<file path="config.mk">
export PLATFORM = sky130hd
export DESIGN_NAME = interrupt_priority_level_logic
export DESIGN_NICKNAME = d
export VERILOG_FILES = /design/src/verilog/prio_pkg.sv /design/src/verilog/level_compare.sv /design/src/verilog/prio_regs.sv /design/src/verilog/interrupt_priority_level_logic.sv
export SDC_FILE = /design/constraint.sdc
export NUM_CORES = 1
export LEC_CHECK = 0
export ABC_AREA = 1
export BUFFER_PORTS_ARGS = -buffer_cell sky130_fd_sc_hd__buf_4
export CAP_MARGIN = 5
export CORE_MARGIN = 8
export CORE_UTILIZATION = 41
export DETAILED_ROUTE_END_ITERATION = 10
export GPL_ROUTABILITY_DRIVEN = 0
export PLACE_DENSITY = 0.67
export SYNTH_ARGS = -nofsm -noshare
export SYNTH_HDL_FRONTEND = slang
export SYNTH_SLANG_ARGS = --single-unit
</file>
<file path="constraint.sdc">
create_clock -name aclk -period 1.55 [get_ports aclk]
set_input_delay 0.0775 -clock aclk [delete_from_list [all_inputs] [get_ports aclk]]
set_output_delay 0.0775 -clock aclk [all_outputs]
set_load 0.1 [all_outputs]
</file>
<file path="src/verilog/prio_pkg.sv">
package prio_pkg;
  // register byte addresses
  localparam logic [7:0] ADDR_STATUS = 8'h00;
  localparam logic [7:0] ADDR_CORE = 8'h04;
  localparam logic [7:0] ADDR_PRIO0 = 8'h08;
  localparam logic [7:0] ADDR_PRIO19 = 8'h0C;
  localparam logic [7:0] ADDR_ICTRL = 8'h10;
  localparam logic [7:0] ADDR_PEND = 8'h14;
  localparam logic [7:0] ADDR_LEVEL = 8'h18;
  // field positions
  localparam int LVL_LSB = 5;
  localparam int UPPER_BIT = 3;
  localparam int NEST_BIT = 15;
  localparam int T1_LSB = 12;
  localparam int OC1_LSB = 8;
  localparam int IC1_LSB = 4;
  localparam int INT0_LSB = 0;
  localparam int CTU_LSB = 4;
  // masks of implemented bits
  localparam logic [15:0] STATUS_MASK = 16'h00E0;
  localparam logic [15:0] CORE_MASK = 16'h0008;
  localparam logic [15:0] PRIO0_MASK = 16'h7777;
  localparam logic [15:0] PRIO19_MASK = 16'h0070;
  localparam logic [15:0] ICTRL_MASK = 16'h8000;
  // reset values
  localparam logic [15:0] STATUS_RST = 16'h0000;
  localparam logic [15:0] CORE_RST = 16'h0000;
  localparam logic [15:0] PRIO0_RST = 16'h4444;
  localparam logic [15:0] PRIO19_RST = 16'h0040;
  localparam logic [15:0] ICTRL_RST = 16'h0000;
  localparam int NSRC = 5;
  localparam logic [1:0] RESP_OKAY = 2'h0;
  localparam logic [1:0] RESP_SLVERR = 2'h2;
endpackage : prio_pkg

</file>
<file path="src/verilog/level_compare.sv">
`timescale 1ns/1ns
`default_nettype none
module level_compare (
  // inputs
  input wire logic [2:0] src_prio,
  input wire logic src_pend,
  input wire logic [3:0] cpu_level,
  // result
  output logic accept
);
  // 000 disables; upper bit set means level 8..15 so no 3-bit priority beats it
  assign accept = src_pend && (src_prio != 3'h0)
    && ({1'b0, src_prio} > cpu_level); // [RQ8] [RQ14] [RQ4] [RQ7] [RQ9]
endmodule : level_compare
`default_nettype wire

</file>
<file path="src/verilog/prio_regs.sv">
`timescale 1ns/1ns
`default_nettype none
module prio_regs (
  // clock and reset
  input wire logic aclk,
  input wire logic aresetn,
  // write port
  input wire logic wr_en,
  input wire logic [15:0] wr_data,
  // contents
  output logic [15:0] value
);
  parameter logic [15:0] MASK = 16'h0000;
  parameter logic [15:0] RST = 16'h0000;
  logic [15:0] value_ff;
  always_ff @(posedge aclk)
  begin
    if (!aresetn)
      value_ff <= RST;
    else if (wr_en)
      value_ff <= wr_data & MASK; // [RQ13]
  end
  assign value = value_ff;
endmodule : prio_regs
`default_nettype wire

</file>
<file path="src/verilog/interrupt_priority_level_logic.sv">
// Overview of operation
// RQ1: level is upper bit (msb) joined with 3-bit status field
// RQ2: field 111 gives level 7 or 15; user interrupts blocked
// RQ3: codes 000..110 give 0..6; upper bit adds 8
// RQ4: upper bit set blocks every user interrupt
// RQ5: nesting disable set makes the 3-bit field read-only
// RQ6: upper bit reads 1 exactly when level exceeds 7
// RQ7: source fields are 3 bits; 111 is priority 7, highest
// RQ8: source field 000 disables that source
// RQ9: 001 is priority 1; codes between map linearly
// RQ10: word 0 holds timer one at 14:12, compare one at 10:8
// RQ11: word 0 holds capture one at 6:4, external zero at 2:0
// RQ12: word 19 holds only charge-time unit priority at 6:4
// RQ13: unimplemented bits read zero and ignore writes
// RQ14: request presented only when priority beats current level
// RQ15: source fields reset to 100
`timescale 1ns/1ns
`default_nettype none
module interrupt_priority_level_logic (
  // clock and reset
  input wire logic aclk,
  input wire logic aresetn,
  // axi4-lite write address
  input wire logic [7:0] s_axi_awaddr,
  input wire logic s_axi_awvalid,
  output logic s_axi_awready,
  // axi4-lite write data
  input wire logic [31:0] s_axi_wdata,
  input wire logic [3:0] s_axi_wstrb,
  input wire logic s_axi_wvalid,
  output logic s_axi_wready,
  // axi4-lite write response
  output logic [1:0] s_axi_bresp,
  output logic s_axi_bvalid,
  input wire logic s_axi_bready,
  // axi4-lite read address
  input wire logic [7:0] s_axi_araddr,
  input wire logic s_axi_arvalid,
  output logic s_axi_arready,
  // axi4-lite read data
  output logic [31:0] s_axi_rdata,
  output logic [1:0] s_axi_rresp,
  output logic s_axi_rvalid,
  input wire logic s_axi_rready,
  // peripheral requests: t1, oc1, ic1, int0, ctu
  input wire logic [4:0] src_req,
  // to the processor core
  output logic [4:0] irq_accept,
  output logic [3:0] cpu_level,
  output logic user_irq_blocked
);
  logic [7:0] awaddr_ff;
  logic aw_have_ff;
  logic [15:0] wdata_ff;
  logic [1:0] wstrb_ff;
  logic w_have_ff;
  logic bvalid_ff;
  logic [1:0] bresp_ff;
  logic rvalid_ff;
  logic [31:0] rdata_ff;
  logic [1:0] rresp_ff;
  logic awready_ff;
  logic wready_ff;
  logic arready_ff;
  logic [15:0] status_ff;
  logic [15:0] core_ff;
  logic [15:0] ictrl_ff;
  logic [15:0] prio0_q;
  logic [15:0] prio19_q;
  logic [4:0] accept_ff;
  logic [3:0] level_ff;
  logic blocked_ff;
  logic do_write;
  logic [15:0] wr_val;
  logic [15:0] nxt_status;
  logic [3:0] cur_level;
  logic [4:0] accept_c;
  logic [2:0] src_prio [prio_pkg::NSRC];
  logic prio0_we;
  logic prio19_we;

  // write fires once both halves are held and no response is pending
  assign do_write = aw_have_ff && w_have_ff && !bvalid_ff;
  assign wr_val = {wstrb_ff[1] ? wdata_ff[15:8] : 8'h00, wstrb_ff[0] ? wdata_ff[7:0] : 8'h00};
  assign prio0_we = do_write && (awaddr_ff == prio_pkg::ADDR_PRIO0) && (wstrb_ff == 2'h3);
  assign prio19_we = do_write && (awaddr_ff == prio_pkg::ADDR_PRIO19) && (wstrb_ff == 2'h3);

  // address and data accepted independently, in either order
  // each ready is its own flop, the complement of the held flag, so no gate drives the bus
  always_ff @(posedge aclk)
  begin
    if (!aresetn)
    begin
      aw_have_ff <= 1'b0;
      awready_ff <= 1'b1;
      awaddr_ff <= 8'h00;
    end
    else if (s_axi_awvalid && !aw_have_ff)
    begin
      aw_have_ff <= 1'b1;
      awready_ff <= 1'b0;
      awaddr_ff <= {s_axi_awaddr[7:2], 2'h0};
    end
    else if (do_write)
    begin
      aw_have_ff <= 1'b0;
      awready_ff <= 1'b1;
    end
  end

  always_ff @(posedge aclk)
  begin
    if (!aresetn)
    begin
      w_have_ff <= 1'b0;
      wready_ff <= 1'b1;
      wdata_ff <= 16'h0000;
      wstrb_ff <= 2'h0;
    end
    else if (s_axi_wvalid && !w_have_ff)
    begin
      w_have_ff <= 1'b1;
      wready_ff <= 1'b0;
      wdata_ff <= s_axi_wdata[15:0];
      wstrb_ff <= s_axi_wstrb[1:0];
    end
    else if (do_write)
    begin
      w_have_ff <= 1'b0;
      wready_ff <= 1'b1;
    end
  end

  assign s_axi_awready = awready_ff;
  assign s_axi_wready = wready_ff;

  // write response; unmapped addresses answer slverr
  always_ff @(posedge aclk)
  begin
    if (!aresetn)
    begin
      bvalid_ff <= 1'b0;
      bresp_ff <= prio_pkg::RESP_OKAY;
    end
    else if (do_write)
    begin
      bvalid_ff <= 1'b1;
      // the two read-only words answer okay and drop the data
      case (awaddr_ff)
        prio_pkg::ADDR_STATUS, prio_pkg::ADDR_CORE, prio_pkg::ADDR_PRIO0,
        prio_pkg::ADDR_PRIO19, prio_pkg::ADDR_ICTRL, prio_pkg::ADDR_PEND,
        prio_pkg::ADDR_LEVEL: bresp_ff <= prio_pkg::RESP_OKAY;
        default: bresp_ff <= prio_pkg::RESP_SLVERR;
      endcase
    end
    else if (s_axi_bready)
      bvalid_ff <= 1'b0;
  end
  assign s_axi_bvalid = bvalid_ff;
  assign s_axi_bresp = bresp_ff;

  // status field; frozen while nesting disable is set
  always_comb
  begin
    nxt_status = status_ff;
    if (do_write && (awaddr_ff == prio_pkg::ADDR_STATUS) && !ictrl_ff[prio_pkg::NEST_BIT]) // [RQ5]
      nxt_status = (status_ff & ~{8'h00, {8{wstrb_ff[0]}}})
        | (wr_val & prio_pkg::STATUS_MASK); // [RQ13]
  end

  always_ff @(posedge aclk)
  begin
    if (!aresetn)
      status_ff <= prio_pkg::STATUS_RST;
    else
      status_ff <= nxt_status;
  end

  always_ff @(posedge aclk)
  begin
    if (!aresetn)
      core_ff <= prio_pkg::CORE_RST;
    else if (do_write && (awaddr_ff == prio_pkg::ADDR_CORE) && wstrb_ff[0])
      core_ff <= wr_val & prio_pkg::CORE_MASK; // [RQ13]
  end

  always_ff @(posedge aclk)
  begin
    if (!aresetn)
      ictrl_ff <= prio_pkg::ICTRL_RST;
    else if (do_write && (awaddr_ff == prio_pkg::ADDR_ICTRL) && wstrb_ff[1])
      ictrl_ff <= wr_val & prio_pkg::ICTRL_MASK;
  end

  // word writes only for the priority words
  prio_regs #(
    .MASK(prio_pkg::PRIO0_MASK),
    .RST(prio_pkg::PRIO0_RST)
  ) u_prio0 (
    .aclk(aclk),
    .aresetn(aresetn),
    .wr_en(prio0_we),
    .wr_data(wr_val),
    .value(prio0_q)
  ); // [RQ10] [RQ11] [RQ15]

  prio_regs #(
    .MASK(prio_pkg::PRIO19_MASK),
    .RST(prio_pkg::PRIO19_RST)
  ) u_prio19 (
    .aclk(aclk),
    .aresetn(aresetn),
    .wr_en(prio19_we),
    .wr_data(wr_val),
    .value(prio19_q)
  ); // [RQ12] [RQ15]

  // effective level: upper bit on top of the status field
  assign cur_level = {core_ff[prio_pkg::UPPER_BIT],
    status_ff[prio_pkg::LVL_LSB +: 3]}; // [RQ1] [RQ3] [RQ6]

  // index follows the src_req bit order
  assign src_prio[0] = prio0_q[prio_pkg::T1_LSB +: 3]; // [RQ10]
  assign src_prio[1] = prio0_q[prio_pkg::OC1_LSB +: 3]; // [RQ10]
  assign src_prio[2] = prio0_q[prio_pkg::IC1_LSB +: 3]; // [RQ11]
  assign src_prio[3] = prio0_q[prio_pkg::INT0_LSB +: 3]; // [RQ11]
  assign src_prio[4] = prio19_q[prio_pkg::CTU_LSB +: 3]; // [RQ12]

  // a tie with the level loses: strictly greater is needed
  genvar gi;
  generate
    for (gi = 0; gi < prio_pkg::NSRC; gi++)
    begin : g_src
      level_compare u_cmp (
        .src_prio(src_prio[gi]),
        .src_pend(src_req[gi]),
        .cpu_level(cur_level),
        .accept(accept_c[gi])
      );
    end
  endgenerate

  // registered outputs to the core
  always_ff @(posedge aclk)
  begin
    if (!aresetn)
    begin
      accept_ff <= 5'h00;
      level_ff <= 4'h0;
      blocked_ff <= 1'b0;
    end
    else
    begin
      accept_ff <= accept_c; // [RQ14]
      level_ff <= cur_level;
      blocked_ff <= (cur_level[2:0] == 3'h7) || cur_level[3]; // [RQ2] [RQ4]
    end
  end
  assign irq_accept = accept_ff;
  assign cpu_level = level_ff;
  assign user_irq_blocked = blocked_ff;

  // read channel: one read under way, answer one cycle after address
  always_ff @(posedge aclk)
  begin
    if (!aresetn)
    begin
      rvalid_ff <= 1'b0;
      arready_ff <= 1'b1;
      rdata_ff <= 32'h0000_0000;
      rresp_ff <= prio_pkg::RESP_OKAY;
    end
    else if (s_axi_arvalid && !rvalid_ff)
    begin
      // data latched at the take, so it stands while rready is low
      rvalid_ff <= 1'b1;
      arready_ff <= 1'b0;
      rresp_ff <= prio_pkg::RESP_OKAY;
      case ({s_axi_araddr[7:2], 2'h0})
        prio_pkg::ADDR_STATUS: rdata_ff <= {16'h0000, status_ff};
        prio_pkg::ADDR_CORE: rdata_ff <= {16'h0000, core_ff}; // [RQ6]
        prio_pkg::ADDR_PRIO0: rdata_ff <= {16'h0000, prio0_q};
        prio_pkg::ADDR_PRIO19: rdata_ff <= {16'h0000, prio19_q};
        prio_pkg::ADDR_ICTRL: rdata_ff <= {16'h0000, ictrl_ff};
        prio_pkg::ADDR_PEND: rdata_ff <= {27'h0000000, accept_ff};
        prio_pkg::ADDR_LEVEL: rdata_ff <= {27'h0000000, blocked_ff, level_ff};
        default:
        begin
          rdata_ff <= 32'h0000_0000;
          rresp_ff <= prio_pkg::RESP_SLVERR;
        end
      endcase
    end
    else if (s_axi_rready)
    begin
      rvalid_ff <= 1'b0;
      arready_ff <= 1'b1;
    end
  end
  assign s_axi_arready = arready_ff;
  assign s_axi_rvalid = rvalid_ff;
  assign s_axi_rdata = rdata_ff;
  assign s_axi_rresp = rresp_ff;
endmodule : interrupt_priority_level_logic
`default_nettype wire

</file>
== Word-level counts from Yosys, hierarchy flattened ==
Index checks and enable logic that the tools add are counted.

* Order comparisons: 5
* Equality and inequality tests: 14
* Multiplexer cells: 17
* Bitwise logic cells: 3
* Reduce and logical (&&, ||, !) cells: 44

{| class="wikitable"
|+ Operator list
! operator !! number
|-
| $pmux 16 s7 || 1
|-
| $eq 6x3->1 const B || 6
|-
| $logic_and 1x1->1 || 25
|-
| $eq 6x2->1 const B || 4
|-
| $gt 3x4->1 || 5
|-
| $and 16x16->16 || 1
|-
| $mux 8 || 2
|-
| $not 8->16 || 1
|-
| $or 16x8->16 || 1
|-
| $reduce_bool 3->1 || 5
|-
| $reduce_or 7->1 || 2
|-
| $eq 6x1->1 const B || 2
|-
| $mux 1 || 12
|-
| $logic_not 8->1 || 1
|-
| $reduce_bool 2->1 || 4
|-
| $logic_not 6->1 || 1
|-
| $logic_not 1->1 || 5
|-
| $mux 2 || 2
|-
| $eq 3x3->1 const B || 1
|-
| $eq 2x2->1 const B || 1
|-
| $logic_or 1x1->1 || 1
|}

* Register bits: 110
* Input bits: 64
* Output and inout port bits: 51
* Logic and storage cells: 104

== Longest topological paths before layout ==
Gate-level depths: netlist (run 1).

* Depth in word-level cells: 4
* Depth in mapped cells: 9

== Modules after synthesis ==
From an unflattened synthesis (run 1), not the netlist that was laid out.

* Cell total of the unflattened synthesis: 657
* Area total of the unflattened synthesis: 4403.0 um^2

{| class="wikitable"
|+ Modules (own cells, without submodules)
! module !! times used !! cells each !! area an instance (um^2)
|-
| interrupt_priority_level_logic || 1 || 458 || 3166.8
|-
| level_compare || 5 || 19 || 102.6
|-
| prio_regs (u_prio0) || 1 || 73 || 508.0
|-
| prio_regs (u_prio19) || 1 || 31 || 215.2
|}

== Worst setup path before layout (run 1) ==
No wires, ideal clock.

* Path type: register -> register
* From: register bvalid_ff (netlist: s_axi_bvalid)
* To: register u_prio19.value_ff[4] (netlist: u_prio19.value[4])
* Setup time: 0.118 ns
* Data arrival time: 1.592 ns
* Path slack: -0.159 ns
* Cell stages (with the launch flop): 8
* Buffers on the path: 0
* Period minus slack after synthesis: 1.709 ns
* Cells stage by stage: dfxtp_1 > nor2_2 > nand2_2 > nor2_1 > nand2_1 > clkinv_1 > o21ai_1 > a21oi_1

* Cells in the longest elaborated chain, start to end: 4

{| class="wikitable"
|+ RTL lines
! item !! line !! text
|-
| start, declared || interrupt_priority_level_logic.sv:57 || <nowiki>logic bvalid_ff;</nowiki>
|-
| start signal, assigned || interrupt_priority_level_logic.sv:142 || <nowiki>bvalid_ff <= 1'b0;</nowiki>
|-
| start signal, assigned || interrupt_priority_level_logic.sv:147 || <nowiki>bvalid_ff <= 1'b1;</nowiki>
|-
| start signal, assigned || interrupt_priority_level_logic.sv:157 || <nowiki>bvalid_ff <= 1'b0;</nowiki>
|-
| $logic_not 1->1 || interrupt_priority_level_logic.sv:83 || <nowiki>assign do_write = aw_have_ff && w_have_ff && !bvalid_ff;</nowiki>
|-
| $logic_and 1x1->1 || interrupt_priority_level_logic.sv:83 ||
|-
| $logic_and 1x1->1 (2 in series) || interrupt_priority_level_logic.sv:86 || <nowiki>assign prio19_we = do_write && (awaddr_ff == prio_pkg::ADDR_PRIO19) && (wstrb_ff == 2'h3);</nowiki>
|-
| end signal, assigned || prio_regs.sv:21 || <nowiki>value_ff <= wr_data & MASK;</nowiki>
|-
| end, declared || prio_regs.sv:15 || <nowiki>logic [15:0] value_ff;</nowiki>
|}

Every way passes these cells.
A chain may end at the register's enable or synchronous reset.

==> flow_summary.json, run 1 <==
{
  "yosysSeqAreaShare_pct": 43.53,
  "setup_violations": 0,
  "rsz0062_at_grt": "false",
  "drv_slew": 0,
  "pwr-share-clk_pct": 35.0,
  "clk_pin_slew_ns": 0.08,
  "p_comb_share_pct": 19.2,
  "startpoint_type": "flip-flop",
  "synth_compound_area_share_pct": 16.62,
  "grt_pass1_wl_um": 15680,
  "p_seq_share_pct": 45.8,
  "antenna_found_initial": 0,
  "die_h_um": 111.9,
  "hold_viol": 0,
  "fin_crit_ns": 1.446,
  "synth_edf_count": 0,
  "grt_pass1_vias": 3427,
  "outcome": "complete, no violations",
  "synth_cell_type_count": 34,
  "viasPerCell": 4.748,
  "power_leakage_uw": 0.002280,
  "dr.pass1.iters": 4,
  "end_kind": "flip-flop",
  "drive_above_1_share_pct": 21.87,
  "routed-wl-met3_um": 703,
  "ys.flop_type": "dfxtp_1",
  "place_hpwl_um": 6893,
  "critical_path_required_ns": 1.79,
  "worst_pin_slew_ns": 0.6183,
  "cts_max_level": 3,
  "finalNetCount": 674,
  "dpl_cell_area_um2": 4367,
  "grt_max_degree": 30,
  "ys_async_sr_fraction_pct": 0,
  "wl_per_cell_um": 13.05,
  "crit_fanout": 7,
  "detail_route.wirelength_um": 9262,
  "cts_buffer_depth": 2,
  "ys_ff_latch": 82,
  "yosysWarningCount": 0,
  "first_iter_violations": 108,
  "post-route-util_pct": 53.80,
  "synthToLayoutAreaGrowth_pct": 29.33,
  "peakVddDrop_uv": 661.6,
  "final_area_um2": 4877,
  "final.setup_skew_ns": 0.01104,
  "drv_cap": 0,
  "clock-root-buffer": "clkbuf_8",
  "grt_usage_pct": 15.05,
  "synth_top_family_by_area": "simple AND/OR/NAND/NOR gates",
  "fin_hold_ws_ns": 0.01957,
  "cts_tree": "done",
  "synth_area_um2": 3771,
  "design.die.area_um2": 12520,
  "swShare_pct": 29.81,
  "synthAdderAreaFrac_pct": 4.977,
  "synth_mux_area_share_pct": 0,
  "synthSimpleGateAreaFrac_pct": 22.50,
  "portBuffers": 72,
  "postCtsSetupBuffers": 0,
  "hp-class": "in -> reg",
  "synth_xor_area_share_pct": 0,
  "worstPathArrival_ns": 1.68,
  "slew_headroom_pct": 58.73,
  "rows": 35,
  "fmax_mhz": 691.4,
  "path_class": "reg -> reg",
  "drc": 0,
  "cts_made_buffers": 9,
  "overflow": 0,
  "start_util_pct": 41.60,
  "die_w_um": 111.9,
  "wl_met1_um": 4093,
  "power.density_nw_per_um2": 1004,
  "syn_avg_cell_area_um2": 7.696,
  "vias": 3371,
  "fin_crit_sh_pct": 93.31,
  "core_um2": 9065,
  "fin_tns_setup_ns": 0,
  "clkSinkCount": 82,
  "clock_latency_ns": 0.35,
  "antenna_cells": 0,
  "wl_met2_um": 4327,
  "antenna_left": 0,
  "p_sw_uw": 1459,
  "highest_layer": "met4",
  "intPower_uw": 3436,
  "io_pins": 115,
  "synth_cells": 490
}
## power by group through the flow
stage / combinational [uW] / clock [uW] / sequential [uW]
6_report: 939 / 1710 / 2240
3_3_place_gp: 872 / 0 / 2290
4_1_cts: 938 / 1760 / 2240
3_5_place_dp: 879 / 0 / 2290
2_1_floorplan: 470 / 0 / 2520
5_1_grt: 1000 / 1860 / 2250
## path summary, 6_finish.rpt
check / from / endpoint / slack (ns) / cells past startpoint
min reg2reg: status_ff[2]$_SDFFE_PN0P_ / status_ff[2]$_SDFFE_PN0P_ / 0.43 / 2
max: flip-flop / irq_accept[1]$_SDFF_PN0_ / 0.10 / 6
max reg2reg: flip-flop / irq_accept[1]$_SDFF_PN0_ / 0.10 / 6
min: s_axi_awaddr[3] / awaddr_ff[3]$_SDFFE_PN0P_ / 0.02 / 3
## stage by stage
stage	setup slack, ns	cells	power (uW)
after floorplan	0.1109	508	2986
after global placement	0.1295	667	3160
after detailed placement	0.07851	667	3169
after CTS	0.04594	710	4936
after global routing	0.006955	710	5109
final	0.1037	710	4895
## flip-flops by register name (all words and copies together), names as in the netlist, named ones only
name              cells
cpu_level             4
user_irq_blocked      1
ictrl_ff              1
irq_accept            5
wdata_ff             15
s_axi_rvalid          1
u_prio0.value        12
s_axi_arready         1
u_prio19.value        3
status_ff             5
s_axi_wready          1
s_axi_rresp           1
aw_have_ff            1
s_axi_awready         1
awaddr_ff             6
s_axi_rdata          15
w_have_ff             1
core_ff               1
s_axi_bvalid          1
s_axi_bresp           1
wstrb_ff              2
## layout by cell type, fill, tap and decap left out, types with 4 or more instances in the layout
cell	Yosys	layout
buf_4	20	82
a211oi_1	5	5
nor2_1	63	63
o21ai_1	9	9
nor3_1	9	9
conb_1	1	19
nor4_1	5	4
nand2_2	6	5
a21oi_2	4	4
clkinv_1	4	4
nand3_1	12	12
a21oi_1	39	39
ha_1	15	15
dfxtp_1	82	80
inv_1	50	50
o211ai_2	5	5
nand2_1	81	81
nor2_2	7	7
o21ai_0	39	39
clkbuf_8	0	11
dlygate4sd3_1	0	28
## cells by family (layout without fill, tap and decap cells)
family                     count (synthesis)  after routing
and+or+nand+nor                          192            192
AOI/OAI and AO/OA                        108            108
buffers and inverters                     92            183
DFF                                       82             82
adders and majority gates                 15             15
other                                      1             19
## what timing repair did
action,4_1_cts,5_1_grt
endpoints found under the setup margin,0,10
resized for setup,0,2
endpoints found under the hold margin,29,0
hold buffers,28,0
## layout make-up
class	instances	area [um2]
Clock inverter	2	60.06
Fill cell	868	4188
Timing Repair Buffer	111	915.9
Multi-Input combinational cell	334	1745
Sequential cell	82	1644
Clock buffer	13	158.9
Inverter	57	214.0
Tap cell	111	138.9
## layer usage
layer,global-route usage [%],vias to the layer above
met1,16.80,1504
li1,-,1763
met5,0,-
met3,6.385,19
met2,25.32,85
met4,4.831,0
## cell usage after synthesis (5+ instances only)
cell type,number,share of area (%)
nand2_2,6,1.0
nor3_1,9,1.2
a21oi_1,39,5.2
nor4_1,5,0.83
nand2_1,81,8.1
nor2_1,63,6.3
ha_1,15,5.0
buf_4,20,4.0
o21ai_1,9,1.2
nor2_2,7,1.2
inv_1,50,5.0
o211ai_2,5,1.7
nand3_1,12,1.6
clkbuf_1,8,0.80
o21ai_0,39,5.2
dfxtp_1,82,44
a211oi_1,5,1.0
## critical path, cell delays in order (launching register included)
cell,delay (ns)
dfxtp_1,0.37
inv_1,0.17
ha_1,0.35
nand2_1,0.09
nor2_1,0.04
a211oi_1,0.23
nor4_2,0.07
Power figures use the tool's default switching activity.
==> run 2: changes to the inputs <==
- PLACE_DENSITY: 0.67 -> 0.71
==> run 2 against run 1 <==
Effect of this change: clock-buffer cell count shrank 3; critical path depth stayed put; first-iteration DRC count shrank 2.8%; final cell count shrank 0.28%; clock skew barely moved; flip-flop and latch count is the same; sequential power is essentially flat; critical path type unchanged; wire length is 0.28% higher; sequential share of layout area increased by 0.095 points; core utilization is 0.11 points lower; global-route usage fell by 0.14 points.
==> flow_summary.json, run 2 (synthesis results as in run 1) <==
{
  "clkSinkCount": 82,
  "antenna_cells": 0,
  "cts_tree": "done",
  "pre_cts_slack_ns": 0.1500,
  "drc": 0,
  "gr-usage-met2_pct": 24.64,
  "drive_above_1_share_pct": 23.95,
  "grt_usage_pct": 14.91,
  "peakVddDrop_uv": 509.9,
  "fin_crit_ns": 1.466,
  "grtUsageMet1_pct": 17.88,
  "fin_hold_ws_ns": 0.01534,
  "setup_ws_ns": 0.08416,
  "n_fill_cell": 851,
  "dr.pass1.iters": 4,
  "core_um2": 9065,
  "hp-class": "in -> reg",
  "end_kind": "flip-flop",
  "final.setup_skew_ns": 0.01105,
  "slew_headroom_pct": 60.29,
  "rows": 35,
  "first_iter_violations": 105,
  "clock-root-buffer": "clkbuf_8",
  "cts_buffer_depth": 2,
  "die_w_um": 111.9,
  "path_class": "reg -> reg",
  "detail_route.wirelength_um": 9288,
  "antenna_found_initial": 0,
  "power.density_nw_per_um2": 995.6,
  "viasPerCell": 4.695,
  "critical_path_required_ns": 1.78,
  "cp_top_family": "flip-flops",
  "cp_slowest_cell": "dfxtp_2",
  "outcome": "complete, no violations",
  "synthToLayoutAreaGrowth_pct": 29.06,
  "power_leakage_uw": 0.002263,
  "final_cell_mix": "buf_4 (85), nand2_1 (81), dfxtp_1 (79), nor2_1 (63), inv_1 (48)",
  "wl_per_cell_um": 13.12,
  "overflow": 0,
  "worst-path-buf-inv": 2,
  "clock_latency_ns": 0.34,
  "clk_pin_slew_ns": 0.08,
  "cts_max_level": 3,
  "met3_usage_pct": 4.545,
  "startpoint_type": "flip-flop",
  "drv_cap": 0,
  "design.die.area_um2": 12520,
  "worst_pin_slew_ns": 0.5949,
  "die_h_um": 111.9,
  "grt_pass1_vias": 3383,
  "grt_pass1_wl_um": 15590,
  "fmax_mhz": 682.2,
  "vias": 3324,
  "cts_made_buffers": 9,
  "place_hpwl_um": 6950,
  "start_util_pct": 41.60,
  "io_pins": 115,
  "setup_violations": 0,
  "portBuffers": 72,
  "grt_max_degree": 31,
  "busiest_layer": "met2",
  "drv_slew": 0,
  "cpPeakStageDelay_ns": 0.36,
  "hold_viol": 0,
  "worstPathArrival_ns": 1.69,
  "post-route-util_pct": 53.69,
  "crit_path_cell_trace": "clkinvlp_4, ha_1, inv_1, o21bai_1, a21oi_1, nor4_1",
  "final_common_cell": "buf_4",
  "fin_crit_sh_pct": 94.57,
  "antenna_left": 0,
  "finalNetCount": 671,
  "crit_fanout": 7
}
==> run 2: changes by cell type in the layout (fill, tap and decap cells not counted), moves of 2 or more <==
cell,previous run,this run
inv_1,50,48
clkbuf_8,11,9
clkinvlp_4,0,4
a211oi_1,5,3
buf_4,82,85
nor4_1,4,2
dlygate4sd3_1,28,22
a211oi_2,1,3
nor4_2,1,3
==> run 2: cell type report <==
class                      instances  area, um2  area share [%]
multi-input combinational        334       1768           36.32
sequential                        82       1645           33.80
tap                              111      138.9           2.853
clock inverter                     6      91.34           1.877
timing repair buffer             108      878.3           18.05
inverter                          57      217.7           4.473
clock buffer                      10      127.6           2.622
==> run 2: through the flow <==
step / TNS [ns] / instances / total power [uW] / cell area, um2
2_1_floorplan: 0 / 508 / 2986 / 3841
3_3_place_gp: 0 / 668 / 3159 / 4374
3_5_place_dp: 0 / 668 / 3170 / 4374
4_1_cts: 0 / 706 / 4878 / 4813
5_1_grt: -0.0009346 / 708 / 5041 / 4867
6_report: 0 / 708 / 4846 / 4867
==> run 2: path summary, 6_finish.rpt <==
kind	start	endpoint	depth (start not counted)	slack [ns]
max	flip-flop	irq_accept[3]$_SDFF_PN0_	6	0.08
min	s_axi_wstrb[0]	wstrb_ff[0]$_SDFFE_PN0P_	3	0.02
max reg2reg	flip-flop	irq_accept[3]$_SDFF_PN0_	6	0.08
min reg2reg	status_ff[0]$_SDFFE_PN0P_	status_ff[0]$_SDFFE_PN0P_	2	0.43
==> run 2: what timing repair did <==
action                                  in CTS  in global routing
buffers inserted                             0                  2
hold buffers                                22                  0
resized for setup                            0                  9
hold endpoints to repair                    22                  0
endpoints found under the setup margin       0                  8
==> run 2: metal layers <==
layer  part of all wire (%)  vias up  routed length (um)
met2                     47       87                4351
met4                   0.82        0                  76
met3                    6.3        6                 581
li1                       -     1760                   -
met1                     46     1471                4279
met5                      0        -                   0
==> run 2: report_power, final <==
part | internal (uW) | switching (uW) | leakage, uW
clock | 910 | 765 | 0.0000987
combinational | 244 | 685 | 0.00149
sequential | 2190 | 48.1 | 0.000672
total | 3350 | 1500 | 0.00226
==> run 2: worst register-to-register path: stages (launching register included) <==
cell and delay [ns]:
dfxtp_2 0.36, clkinvlp_4 0.19, ha_1 0.33, inv_1 0.05
o21bai_1 0.12, a21oi_1 0.08, nor4_1 0.22
